==> config.mk <==
export PLATFORM = sky130hd
export DESIGN_NAME = xfer_exec
export DESIGN_NICKNAME = d
export VERILOG_FILES = /design/src/verilog/xfer_pkg.sv /design/src/verilog/xfer_exec.sv
export SDC_FILE = /design/constraint.sdc
export NUM_CORES = 1
export LEC_CHECK = 0
export BUFFER_PORTS_ARGS = -buffer_cell sky130_fd_sc_hd__buf_2
export CAP_MARGIN = 0
export CORE_MARGIN = 3
export CORE_UTILIZATION = 54
export CTS_BUF_LIST = sky130_fd_sc_hd__clkbuf_4 sky130_fd_sc_hd__clkbuf_8 sky130_fd_sc_hd__clkbuf_16
export CTS_CLUSTER_SIZE = 24
export DETAILED_ROUTE_END_ITERATION = 6
export GPL_TIMING_DRIVEN = 0
export PLACE_DENSITY = 0.77
export SYNTH_ARGS = -nofsm -noshare
export SYNTH_HDL_FRONTEND = slang
export SYNTH_SLANG_ARGS = --single-unit
==> constraint.sdc <==
create_clock -name clk -period 2.9 [get_ports clk]
set_clock_uncertainty 0.1 [all_clocks]
set_input_delay 0.29 -clock clk [delete_from_list [all_inputs] [get_ports clk]]
set_output_delay 0.29 -clock clk [all_outputs]
set_load 0.1 [all_outputs]
==> src/verilog/xfer_pkg.sv <==
// constants and carrier types for the transfer and ram-address executor
package xfer_pkg;

	// instruction word width and opcodes of the transfer group
	localparam int INSTR_W = 10;
	localparam logic [9:0] OPC_COPY_B_TO_ACC = 10'h01E;
	localparam logic [9:0] OPC_COPY_ACC_TO_AUX = 10'h00E;
	localparam logic [9:0] OPC_READ_COLUMN = 10'h01F;
	localparam logic [9:0] OPC_WRITE_COLUMN = 10'h00C;
	localparam logic [9:0] OPC_PACK_PAIR = 10'h01A;
	localparam logic [9:0] OPC_UNPACK_WIDE = 10'h02A;
	localparam logic [9:0] OPC_SET_ROM_PTR = 10'h029;
	localparam logic [9:0] OPC_READ_ROM_PTR = 10'h051;
	localparam logic [9:0] OPC_READ_BANK = 10'h053;
	localparam logic [9:0] OPC_COPY_FILE = 10'h052;
	localparam logic [9:0] OPC_READ_STACK = 10'h050;
	localparam logic [9:0] OPC_INC_COLUMN = 10'h013;
	localparam logic [9:0] OPC_DEC_COLUMN = 10'h017;

	// opcode families with an immediate field: match on the upper bits
	localparam logic [1:0] OPH_LOAD_FILE_COL = 2'h3;
	localparam logic [7:0] OPH_LOAD_BANK = 8'h12;
	localparam logic [5:0] OPH_LOAD_ACC_RAM = 6'h2C;
	localparam logic [5:0] OPH_SWAP = 6'h2D;
	localparam logic [5:0] OPH_SWAP_INC = 6'h2E;
	localparam logic [5:0] OPH_SWAP_DEC = 6'h2F;
	localparam logic [5:0] OPH_STORE = 6'h2B;

	// field positions inside the instruction word
	localparam int IMM_FILE_MSB = 7;
	localparam int IMM_FILE_LSB = 4;
	localparam int IMM_COL_MSB = 3;
	localparam int IMM_LOW_LSB = 0;

	// column values that trigger a skip after inc or dec, and the step of one used by inc and dec
	localparam logic [3:0] COL_WRAP_UP = 4'h0;
	localparam logic [3:0] COL_WRAP_DOWN = 4'hF;
	localparam logic [3:0] NIBBLE_ONE = 4'h1;

	typedef enum logic [4:0] {
		OP_NONE, OP_COPY_B_TO_ACC, OP_COPY_ACC_TO_AUX, OP_READ_COLUMN,
		OP_WRITE_COLUMN, OP_PACK, OP_UNPACK, OP_SET_ROM, OP_READ_ROM,
		OP_READ_BANK, OP_COPY_FILE, OP_READ_STACK, OP_LOAD_FILE_COL,
		OP_LOAD_BANK, OP_INC_COL, OP_DEC_COL, OP_LOAD_ACC, OP_SWAP,
		OP_SWAP_INC, OP_SWAP_DEC, OP_STORE
	} op_type;

	// cpu registers touched by this group
	typedef struct packed {
		logic [3:0] acc;
		logic [3:0] aux;
		logic [7:0] wide;
		logic [2:0] romPtr;
		logic [3:0] file;
		logic [3:0] col;
		logic [1:0] bank;
	} regs_type;

	// whole state of the executor
	typedef struct packed {
		regs_type regs;
		logic skip;
		logic lxyChain;
	} state_type;

	// data ram access: address is bank, file, column
	typedef struct packed {
		logic [9:0] addr;
		logic we;
		logic [3:0] wrData;
	} ram_type;

	localparam state_type STATE_RESET = '0;

endpackage

==> src/verilog/xfer_exec.sv <==
// executor for register transfer, ram address and ram transfer instructions
// How it works
// RULE_01: 01E copies aux into acc; 00E copies acc into aux.
// RULE_02: 01F copies column into acc; 00C copies acc into column.
// RULE_03: pack puts aux in wide high nibble, acc in low nibble.
// RULE_04: 02A unpacks wide: high nibble to aux, low to acc.
// RULE_05: 029 loads rom pointer from acc bits 2 to 0.
// RULE_06: 051 copies rom pointer into acc low bits, bit 3 zero.
// RULE_07: 053 copies bank into acc bits 1..0, bits 3..2 zero.
// RULE_08: 052 copies file register into acc unchanged.
// RULE_09: 050 copies stack depth into acc low bits, bit 3 zero.
// RULE_10: load file and column immediates; repeats after the first skipped.
// RULE_11: 048 plus z loads the two-bit bank immediate.
// RULE_12: 013 increments column modulo 16, skips next when result 0.
// RULE_13: 017 decrements column modulo 16, skips next when result 15.
// RULE_14: load acc from ram at pointer, then file ^= j.
// RULE_15: swap acc with ram at pointer, then file ^= j, no skip.
// RULE_16: swap and xor, then decrement column, skip when it becomes 15.
// RULE_17: swap and xor, then increment column, skip when it becomes 0.
// RULE_18: store acc into ram at pointer, then file ^= j.
// RULE_19: a skipped instruction is fetched but has no side effects; a skipped file/column load still sets lxyChain, suppressing a following one.
`timescale 1ns/1ns

module xfer_exec (
	input wire logic clk,
	input wire logic rst_n,
	input wire logic instrValid,
	input wire logic [9:0] instr,
	input wire logic [2:0] stackDepth,
	input wire logic [3:0] ramRdData,
	output xfer_pkg::regs_type regs,
	output xfer_pkg::ram_type ram,
	output logic skipPending,
	output logic suppressed
);

	xfer_pkg::state_type s_r;
	xfer_pkg::state_type s_nxt;
	xfer_pkg::op_type op;
	logic exec;
	logic [3:0] imm;
	logic [3:0] colUp;
	logic [3:0] colDown;
	logic [3:0] immHigh;
	logic [1:0] immBank;

	////////////////////////////////////////////////////////////////////
	// decode of the instruction word into an operation class
	function automatic xfer_pkg::op_type decode(input logic [9:0] w);
		xfer_pkg::op_type o;
		o = xfer_pkg::OP_NONE;
		if (w[9:8] == xfer_pkg::OPH_LOAD_FILE_COL) begin
			o = xfer_pkg::OP_LOAD_FILE_COL;
		end else if (w[9:2] == xfer_pkg::OPH_LOAD_BANK) begin
			o = xfer_pkg::OP_LOAD_BANK;
		end else begin
			unique case (w[9:4])
				xfer_pkg::OPH_LOAD_ACC_RAM: o = xfer_pkg::OP_LOAD_ACC;
				xfer_pkg::OPH_SWAP: o = xfer_pkg::OP_SWAP;
				xfer_pkg::OPH_SWAP_INC: o = xfer_pkg::OP_SWAP_INC;
				xfer_pkg::OPH_SWAP_DEC: o = xfer_pkg::OP_SWAP_DEC;
				xfer_pkg::OPH_STORE: o = xfer_pkg::OP_STORE;
				default: o = xfer_pkg::OP_NONE;
			endcase
			unique case (w)
				xfer_pkg::OPC_COPY_B_TO_ACC: o = xfer_pkg::OP_COPY_B_TO_ACC;
				xfer_pkg::OPC_COPY_ACC_TO_AUX: o = xfer_pkg::OP_COPY_ACC_TO_AUX;
				xfer_pkg::OPC_READ_COLUMN: o = xfer_pkg::OP_READ_COLUMN;
				xfer_pkg::OPC_WRITE_COLUMN: o = xfer_pkg::OP_WRITE_COLUMN;
				xfer_pkg::OPC_PACK_PAIR: o = xfer_pkg::OP_PACK;
				xfer_pkg::OPC_UNPACK_WIDE: o = xfer_pkg::OP_UNPACK;
				xfer_pkg::OPC_SET_ROM_PTR: o = xfer_pkg::OP_SET_ROM;
				xfer_pkg::OPC_READ_ROM_PTR: o = xfer_pkg::OP_READ_ROM;
				xfer_pkg::OPC_READ_BANK: o = xfer_pkg::OP_READ_BANK;
				xfer_pkg::OPC_COPY_FILE: o = xfer_pkg::OP_COPY_FILE;
				xfer_pkg::OPC_READ_STACK: o = xfer_pkg::OP_READ_STACK;
				xfer_pkg::OPC_INC_COLUMN: o = xfer_pkg::OP_INC_COL;
				xfer_pkg::OPC_DEC_COLUMN: o = xfer_pkg::OP_DEC_COL;
				default: ;
			endcase
		end
		return o;
	endfunction

	////////////////////////////////////////////////////////////////////
	// operands shared by several operations
	assign op = decode(instr);
	assign imm = instr[xfer_pkg::IMM_COL_MSB:xfer_pkg::IMM_LOW_LSB];
	assign immHigh = instr[xfer_pkg::IMM_FILE_MSB:xfer_pkg::IMM_FILE_LSB];
	assign immBank = instr[1:0];
	assign colUp = s_r.regs.col + xfer_pkg::NIBBLE_ONE;
	assign colDown = s_r.regs.col - xfer_pkg::NIBBLE_ONE;

	// a pending skip or a repeated file/column load kills the instruction
	assign suppressed = instrValid && (s_r.skip ||
		(op == xfer_pkg::OP_LOAD_FILE_COL && s_r.lxyChain)); // [RULE_10] [RULE_19]
	assign exec = instrValid && !suppressed;

	// ram faces the current pointer; write data is the acc flop
	assign ram.addr = {s_r.regs.bank, s_r.regs.file, s_r.regs.col};
	assign ram.wrData = s_r.regs.acc;
	assign ram.we = exec && (op == xfer_pkg::OP_SWAP ||
		op == xfer_pkg::OP_SWAP_INC || op == xfer_pkg::OP_SWAP_DEC ||
		op == xfer_pkg::OP_STORE); // [RULE_15] [RULE_18] [RULE_19]
	assign regs = s_r.regs;
	assign skipPending = s_r.skip;

	////////////////////////////////////////////////////////////////////
	// next state: one instruction per valid cycle
	always_comb begin
		s_nxt = s_r;
		if (instrValid) begin
			s_nxt.skip = 1'b0; // a skip lasts for exactly one instruction
			s_nxt.lxyChain = (op == xfer_pkg::OP_LOAD_FILE_COL); // [RULE_10]
		end
		if (exec) begin
			unique case (op)
				xfer_pkg::OP_COPY_B_TO_ACC: s_nxt.regs.acc = s_r.regs.aux; // [RULE_01]
				xfer_pkg::OP_COPY_ACC_TO_AUX: s_nxt.regs.aux = s_r.regs.acc; // [RULE_01]
				xfer_pkg::OP_READ_COLUMN: s_nxt.regs.acc = s_r.regs.col; // [RULE_02]
				xfer_pkg::OP_WRITE_COLUMN: s_nxt.regs.col = s_r.regs.acc; // [RULE_02]
				xfer_pkg::OP_PACK: begin
					s_nxt.regs.wide = {s_r.regs.aux, s_r.regs.acc}; // [RULE_03]
				end
				xfer_pkg::OP_UNPACK: begin
					s_nxt.regs.aux = s_r.regs.wide[7:4]; // [RULE_04]
					s_nxt.regs.acc = s_r.regs.wide[3:0]; // [RULE_04]
				end
				xfer_pkg::OP_SET_ROM: s_nxt.regs.romPtr = s_r.regs.acc[2:0]; // [RULE_05]
				xfer_pkg::OP_READ_ROM: begin
					s_nxt.regs.acc = {1'b0, s_r.regs.romPtr}; // [RULE_06]
				end
				xfer_pkg::OP_READ_BANK: begin
					s_nxt.regs.acc = {2'b00, s_r.regs.bank}; // [RULE_07]
				end
				xfer_pkg::OP_COPY_FILE: s_nxt.regs.acc = s_r.regs.file; // [RULE_08]
				xfer_pkg::OP_READ_STACK: s_nxt.regs.acc = {1'b0, stackDepth}; // [RULE_09]
				xfer_pkg::OP_LOAD_FILE_COL: begin
					s_nxt.regs.file = immHigh; // [RULE_10]
					s_nxt.regs.col = imm; // [RULE_10]
				end
				xfer_pkg::OP_LOAD_BANK: s_nxt.regs.bank = immBank; // [RULE_11]
				xfer_pkg::OP_INC_COL: begin
					s_nxt.regs.col = colUp; // [RULE_12]
					s_nxt.skip = (colUp == xfer_pkg::COL_WRAP_UP); // [RULE_12]
				end
				xfer_pkg::OP_DEC_COL: begin
					s_nxt.regs.col = colDown; // [RULE_13]
					s_nxt.skip = (colDown == xfer_pkg::COL_WRAP_DOWN); // [RULE_13]
				end
				xfer_pkg::OP_LOAD_ACC: begin
					s_nxt.regs.acc = ramRdData; // [RULE_14]
					s_nxt.regs.file = s_r.regs.file ^ imm; // [RULE_14]
				end
				xfer_pkg::OP_SWAP: begin
					s_nxt.regs.acc = ramRdData; // [RULE_15]
					s_nxt.regs.file = s_r.regs.file ^ imm; // [RULE_15]
				end
				xfer_pkg::OP_SWAP_INC: begin
					s_nxt.regs.acc = ramRdData; // [RULE_17]
					s_nxt.regs.file = s_r.regs.file ^ imm; // [RULE_17]
					s_nxt.regs.col = colUp; // [RULE_17]
					s_nxt.skip = (colUp == xfer_pkg::COL_WRAP_UP); // [RULE_17]
				end
				xfer_pkg::OP_SWAP_DEC: begin
					s_nxt.regs.acc = ramRdData; // [RULE_16]
					s_nxt.regs.file = s_r.regs.file ^ imm; // [RULE_16]
					s_nxt.regs.col = colDown; // [RULE_16]
					s_nxt.skip = (colDown == xfer_pkg::COL_WRAP_DOWN); // [RULE_16]
				end
				xfer_pkg::OP_STORE: begin
					s_nxt.regs.file = s_r.regs.file ^ imm; // [RULE_18]
				end
				xfer_pkg::OP_NONE: ; // other groups are handled elsewhere
			endcase
		end
	end

	////////////////////////////////////////////////////////////////////
	// state register
	always_ff @(posedge clk or negedge rst_n) begin
		if (!rst_n) begin
			s_r <= xfer_pkg::STATE_RESET;
		end else begin
			s_r <= s_nxt;
		end
	end
endmodule

==> results of run 1 <==
==> registers in the layout, indices dropped and copies added, names as in the netlist <==
| register | count |
|---|---|
| s_r | 1 |
| skipPending | 1 |
| regs | 15 |
| ram | 14 |
==> synth_stat cells, drive strengths merged (3+ instances only) <==
| cell type | instances | area share [%] |
|---|---|---|
| a31oi | 6 | 1.7 |
| o21ai | 17 | 3.2 |
| mux2i | 7 | 2.6 |
| a22oi | 7 | 2.0 |
| or3 | 4 | 1.1 |
| nor3 | 6 | 1.1 |
| nand2b | 4 | 0.94 |
| and3 | 4 | 0.94 |
| nor4b | 3 | 1.5 |
| buf | 56 | 16 |
| nor3b | 3 | 0.85 |
| clkbuf | 6 | 0.85 |
| inv | 8 | 1.1 |
| nand2 | 23 | 3.3 |
| mux2 | 13 | 5.5 |
| nor2 | 7 | 0.99 |
| nor4 | 4 | 2.3 |
| o31ai | 3 | 0.85 |
| nand3 | 14 | 2.6 |
| and4 | 3 | 0.99 |
| nand4 | 4 | 0.94 |
| nor2b | 5 | 1.2 |
| ha | 4 | 1.9 |
| a21oi | 4 | 0.76 |
| dfrtp | 31 | 29 |
| and2 | 4 | 1.0 |
| o22ai | 4 | 0.94 |
==> path summary, 6_finish.rpt <==
path / start / endpoint / depth (start not counted)
max: instr[9] / ram[4] / 7
min: instrValid / skipPending$_DFF_PN0_ / 2
max reg2reg: skipPending$_DFF_PN0_ / regs[14]$_DFFE_PN0P_ / 7
min reg2reg: s_r[0]$_DFFE_PN0P_ / s_r[0]$_DFFE_PN0P_ / 1
max in group asynchronous: rst_n / ram[11]$_DFFE_PN0P_ / 2
min in group asynchronous: rst_n / s_r[0]$_DFFE_PN0P_ / 2
==> routing by layer <==
metal	vias up	track usage, %	share of wire [%]
met5	-	0	0
met4	0	6.70	1.6
met3	12	4.96	7.3
met2	100	40.0	48
met1	1165	32.7	43
li1	1164	-	-
==> cell families after synthesis <==
logic type      share of synthesized area, %
xor+xnor                               0.992
mux                                     9.87
fa+ha+maj                               1.89
compound gates                          18.6
simple gates                            21.9
buf+inv                                 17.5
flops                                   29.3
==> through the flow <==
| step | power (W) | cell area (sq um) | setup WS, ns |
|---|---|---|---|
| 6_report | 0.00230 | 3170 | 0.158 |
| 5_1_grt | 0.00239 | 3170 | 0.0694 |
| 4_1_cts | 0.00231 | 3170 | 0.129 |
| 3_5_place_dp | 0.00188 | 3050 | -0.0557 |
| 3_3_place_gp | 0.00186 | 3050 | -0.0299 |
| 2_1_floorplan | 0.00168 | 2670 | 0.0747 |
==> cell usage in the layout (no fill, tap or decap), drive strengths merged, types with 3 or more instances in the layout <==
master  synthesis  routed
mux2           13      13
and2            4       4
or3             4       4
nand3          14      14
a21oi           4       4
a22oi           7       7
nor2b           5       5
nor2            7       7
nor3            6       6
nor3b           3       3
o22ai           4       4
and4            3       3
nand2          23      23
ha              4       4
nand2b          4       4
nand4           4       4
a31oi           6       6
dfrtp          31      31
o21ai          17      17
inv             8       8
and3            4       4
clkbuf          6      12
mux2i           7       7
nor4b           3       3
buf            56     116
o31ai           3       3
nor4            4       4
==> repair_timing <==
item | in CTS | in global routing
endpoints found under the setup margin | 1 | 1
hold buffers | 1 | 0
gates resized for setup | 1 | 1
setup buffers | 0 | 0
hold endpoints to repair | 31 | 0
==> cell type report <==
type                    instances  area share, %
plain buffers                  62           13.7
clock buffers                   6           2.40
clock inverters                 1          0.946
inverters                       8          0.946
multi-input cells             188           45.2
flip-flops and latches         31           24.4
well taps                      65           2.56
repair buffers                 61           9.85
==> where the power goes <==
part	switching (W)	leakage [nW]	internal (W)
registers	0.0000954	0.400	0.000489
logic	0.000974	1.09	0.000311
clock network	0.000169	0.0547	0.000261
total	0.00124	1.54	0.00106
==> flow_summary.json, run 1 <==
{
  "clk_latency_ns": 0.29,
  "avgRoutedWirePerCell_um": 16.5,
  "first_global_vias": 2335,
  "path_delay_family": "simple AND/OR/NAND/NOR gates",
  "synth_cells": 289,
  "outcome": "finished clean",
  "synth_nets": 313,
  "worst-slew-pin-transition_ns": 0.809,
  "crit_path_frequent_cell": "buf_4",
  "fillCellCount": 398,
  "slowest_delay_ns": 0.61,
  "finalNonFillerCells": 422,
  "fmax_ghz": 0.365,
  "timing.setup.tns_ns": 0,
  "setup_viol_count_final": 0,
  "overflow": 0,
  "r2r_slack_ns": 0.48,
  "via_per_inst": 5.78,
  "hpwl_mm": 5.24,
  "path_class": "in -> out",
  "synth_edf_count": 0,
  "async_flop_share_pct": 100,
  "register_area_sq_um": 776,
  "initial_utilization_pct": 58.4,
  "ant_nets": 0,
  "finalCritPeriodShare_pct": 94.5,
  "core_sq_um": 4530,
  "htreeDepth": 2,
  "route.detailed.drc": 0,
  "dieArea_sq_um": 5780,
  "power_density_nw_per_um2": 724,
  "grtUsageTotal_pct": 24.3,
  "drtPass1Iterations": 7,
  "routed_wl_mm": 6.97,
  "cts_root_buf": "clkbuf_8",
  "io_buffers": 60,
  "synth-main-ff-cell": "dfrtp_1",
  "grt_max_degree": 32,
  "cp-start-kind": "input pin",
  "relSlewSlack_pct": 45.7,
  "gp_congestion": 0.962,
  "cp-end-kind": "primary output",
  "path_clk_slew_ns": 0.07,
  "whs_ns": 0.148,
  "ys_types": 65,
  "dieHeight_um": 76.1,
  "cts_tree": "yes",
  "maxCapViolCount": 0,
  "path_buf_inv": 2,
  "rsz0062_at_grt": "false",
  "hp-class": "in -> reg",
  "required_ns": 2.51,
  "syn-cell-area_sq_um": 2650,
  "slew_viol_final": 0,
  "ys_ff_latch": 31,
  "dieWidth_um": 76.1,
  "finalNetCount": 381,
  "path_max_fanout": 10,
  "clk_path_buf_depth": 2,
  "seq_area_frac_synth_pct": 29.3,
  "drtIter0Drc": 274,
  "antenna_found_initial": 0,
  "grt_pass1_wl_mm": 11.5,
  "layout_min_cycle_time_ns": 2.74,
  "io-pin-count": 66,
  "crit_path_top_delay_cell": "nor4b_2",
  "drive_above_1_share_pct": 42.9,
  "syn_to_final_growth_pct": 19.8,
  "synth_warnings": 0,
  "irDropWorstVdd_mv": 0.491,
  "cts_buffers": 5,
  "cts.sinks": 31,
  "rows": 24,
  "multi_input_area_sq_um": 1430,
  "cp_data_arrival_time_ns": 2.35,
  "final_util_pct": 70.0,
  "vias": 2441,
  "finalHoldViolations": 0,
  "path_cells": "buf_4 > nor4b_2 > nand3_1 > o21ai_1 > nor3_1 > a311oi_4 > buf_4",
  "p_leak_nw": 1.54,
  "dp.cells": 414,
  "n_antenna_cell": 0,
  "syn_area_per_cell_sq_um": 9.17
}
Note: power is estimated with default switching activity, not from simulation.
==> inputs of run 2 (changes only) <==
ABC_AREA = 1   (was default)
==> run 2 against run 1 <==
Net effect:
- core utilization down 2.2 points
- hold slack worse by 0.069 ns
- synthesized area up 1.2%
- setup slack better by 0.58 ns
- critical path depth down 1
- first-iteration DRC count down 19%
- wire length down 1.3%
- via count up 10%
- largest cell class unchanged
==> flow_summary.json, run 2 <==
{
  "outcome": "finished clean",
  "syn-cell-area_sq_um": 2680,
  "grt_pass1_wl_mm": 11.7,
  "ant_nets": 0,
  "io-pin-count": 66,
  "setup_viol_count_final": 0,
  "wl_met2_mm": 3.33,
  "finalNonFillerCells": 529,
  "synth_edf_count": 0,
  "cts.sinks": 31,
  "layout_min_cycle_time_ns": 2.16,
  "rsz0062_at_grt": "false",
  "wl_met3_um": 489,
  "worstReg2RegEnd": "regs[14]$_DFFE_PN0P_",
  "synth_nets": 412,
  "drive_above_1_share_pct": 35.9,
  "dieArea_sq_um": 5850,
  "power_density_nw_per_um2": 726,
  "cts_buffers": 5,
  "switching_share_pct": 54.6,
  "syn_area_per_cell_sq_um": 6.91,
  "dieWidth_um": 76.5,
  "worst-slew-pin-transition_ns": 0.717,
  "ys_top_cells_by_count": "nand2_1, buf_4, nor2_1, inv_1, dfrtp_1",
  "min_from": "instrValid",
  "route.detailed.drc": 0,
  "ys_types": 29,
  "intPower_w": 0.00106,
  "synth-main-ff-cell": "dfrtp_1",
  "hp-class": "in -> reg",
  "rows": 25,
  "routed_wl_mm": 6.88,
  "drtIter0Drc": 223,
  "required_ns": 2.51,
  "vias": 2689,
  "path_clk_slew_ns": 0.07,
  "n_antenna_cell": 0,
  "synth_cells": 388,
  "fillCellCount": 469,
  "seq_area_frac_synth_pct": 28.9,
  "rr_startpoint": "s_r[0]$_DFFE_PN0P_",
  "mostFrequentLayoutCell": "nand2_1",
  "synth_warnings": 0,
  "clk_latency_ns": 0.28,
  "dp.cells": 520,
  "r2r_slack_ns": 1.24,
  "cts_setup_buffers": 0,
  "finalHoldViolations": 0,
  "async_flop_share_pct": 100,
  "final_cell_area_sq_um": 3220,
  "dieHeight_um": 76.5,
  "cts_root_buf": "clkbuf_8",
  "via_per_inst": 5.08,
  "drt-met1-wl_mm": 2.99,
  "synth.most_common_cell": "nand2_1",
  "path_class": "reg -> out",
  "grtUsageTotal_pct": 24.5,
  "synthTopCellsByArea": "dfrtp_1, nand2_1, buf_4",
  "finalCritPeriodShare_pct": 74.6,
  "avgRoutedWirePerCell_um": 13.0,
  "grt_max_degree": 32,
  "relSlewSlack_pct": 52.2,
  "fmax_ghz": 0.463,
  "switching_power_w": 0.00128,
  "slew_viol_final": 0,
  "mostFrequentLayoutCells": "nand2_1, buf_2, buf_4",
  "irDropWorstVdd_mv": 0.443,
  "cp-startpoint": "s_r[0]$_DFFE_PN0P_",
  "maxCapViolCount": 0,
  "post_dp_cell_area_sq_um": 3090,
  "top_layer": "met4",
  "p_clk_share_pct": 19.2,
  "overflow": 0,
  "largest_reg_flops": 15,
  "antenna_found_initial": 0,
  "finalNetCount": 485,
  "timing.setup.tns_ns": 0,
  "core_sq_um": 4750,
  "power_frac_seq_pct": 24.0,
  "gp_congestion": 0.897,
  "cp_data_arrival_time_ns": 1.77,
  "p_leak_nw": 1.83,
  "syn_to_final_growth_pct": 20.2,
  "synth_top_area_cell": "dfrtp_1",
  "clk_path_buf_depth": 2,
  "first_global_vias": 2447,
  "path_max_fanout": 6,
  "drtPass1Iterations": 4,
  "hpwl_mm": 5.43,
  "htreeDepth": 2,
  "crit_path_end": "ram[4]",
  "cts_tree": "yes",
  "initial_utilization_pct": 56.4,
  "cp-end-kind": "primary output",
  "cp-start-kind": "flop",
  "reg2reg_depth": 7,
  "comb_power_share_pct": 56.7,
  "yosysTopAreaCellShare_pct": 28.9,
  "io_buffers": 65,
  "ys_ff_latch": 31
}
-- run 2: final cells by class --
class,instances,area [sq um],share of cell area (%)
Tap cell,67,83.8,2.60
Inverter,44,165,5.13
Timing Repair Buffer,66,335,10.4
Clock buffer,6,82.6,2.56
Sequential cell,31,776,24.1
Clock inverter,2,35.0,1.09
Buffer,49,362,11.2
Multi-Input combinational cell,264,1380,42.9
-- run 2: worst min path at each step --
| stage | endpoint | slack, ns | depth (start not counted) |
|---|---|---|---|
| after floorplan | ram[0]$_DFFE_PN0P_ | -0.11 | 0 |
| after global placement | ram[11]$_DFFE_PN0P_ | 0.28 | 1 |
| after detailed placement | ram[10]$_DFFE_PN0P_ | 0.29 | 1 |
| after CTS | skipPending$_DFF_PN0_ | 0.08 | 2 |
| after global routing | skipPending$_DFF_PN0_ | 0.08 | 2 |
| final | skipPending$_DFF_PN0_ | 0.08 | 2 |
-- run 2: critical path, cell delays in order (launching register included) --
cell and delay [ns]:
dfrtp_1 0.39, inv_1 0.07, o21ai_2 0.08, nor2_4 0.25, inv_2 0.15, a21oi_2 0.12, buf_2 0.44
-- run 2: logic make-up after synthesis --
kind of cell | synth area share (%)
buf+inv | 19.6
flops | 28.9
xor+xnor | 0.980
simple gates | 38.9
compound gates | 9.71
fa+ha+maj | 1.87
-- run 2: per-stage QoR --
step	util [%]	worst slack, ns	power, W	hold slack (ns)
6_report	67.8	0.738	0.00234	0.0787
3_5_place_dp	65.1	0.941	0.00190	0.286
2_1_floorplan	-	0.0142	0.00170	-0.106
5_1_grt	67.8	0.671	0.00246	0.0806
4_1_cts	67.8	0.740	0.00235	0.0763
3_3_place_gp	65.1	0.950	0.00188	0.283
-- run 2: timing repair --
item	CTS	global route
endpoints found under the hold margin	31	0
hold buffers	1	0
gates resized for setup	0	0
-- run 2: routing by layer --
| metal | track usage, % | vias up |
|---|---|---|
| met3 | 4.26 | 9 |
| met5 | 0 | - |
| met4 | 4.89 | 0 |
| li1 | - | 1361 |
| met1 | 32.4 | 1223 |
| met2 | 42.2 | 96 |
-- run 2: power by group through the flow --
stage	Sequential, W	Combinational, W	Clock (W)
3_5_place_dp	0.000571	0.00133	0
6_report	0.000562	0.00133	0.000450
5_1_grt	0.000575	0.00141	0.000476
4_1_cts	0.000563	0.00133	0.000450
2_1_floorplan	0.000545	0.00116	0
3_3_place_gp	0.000567	0.00132	0
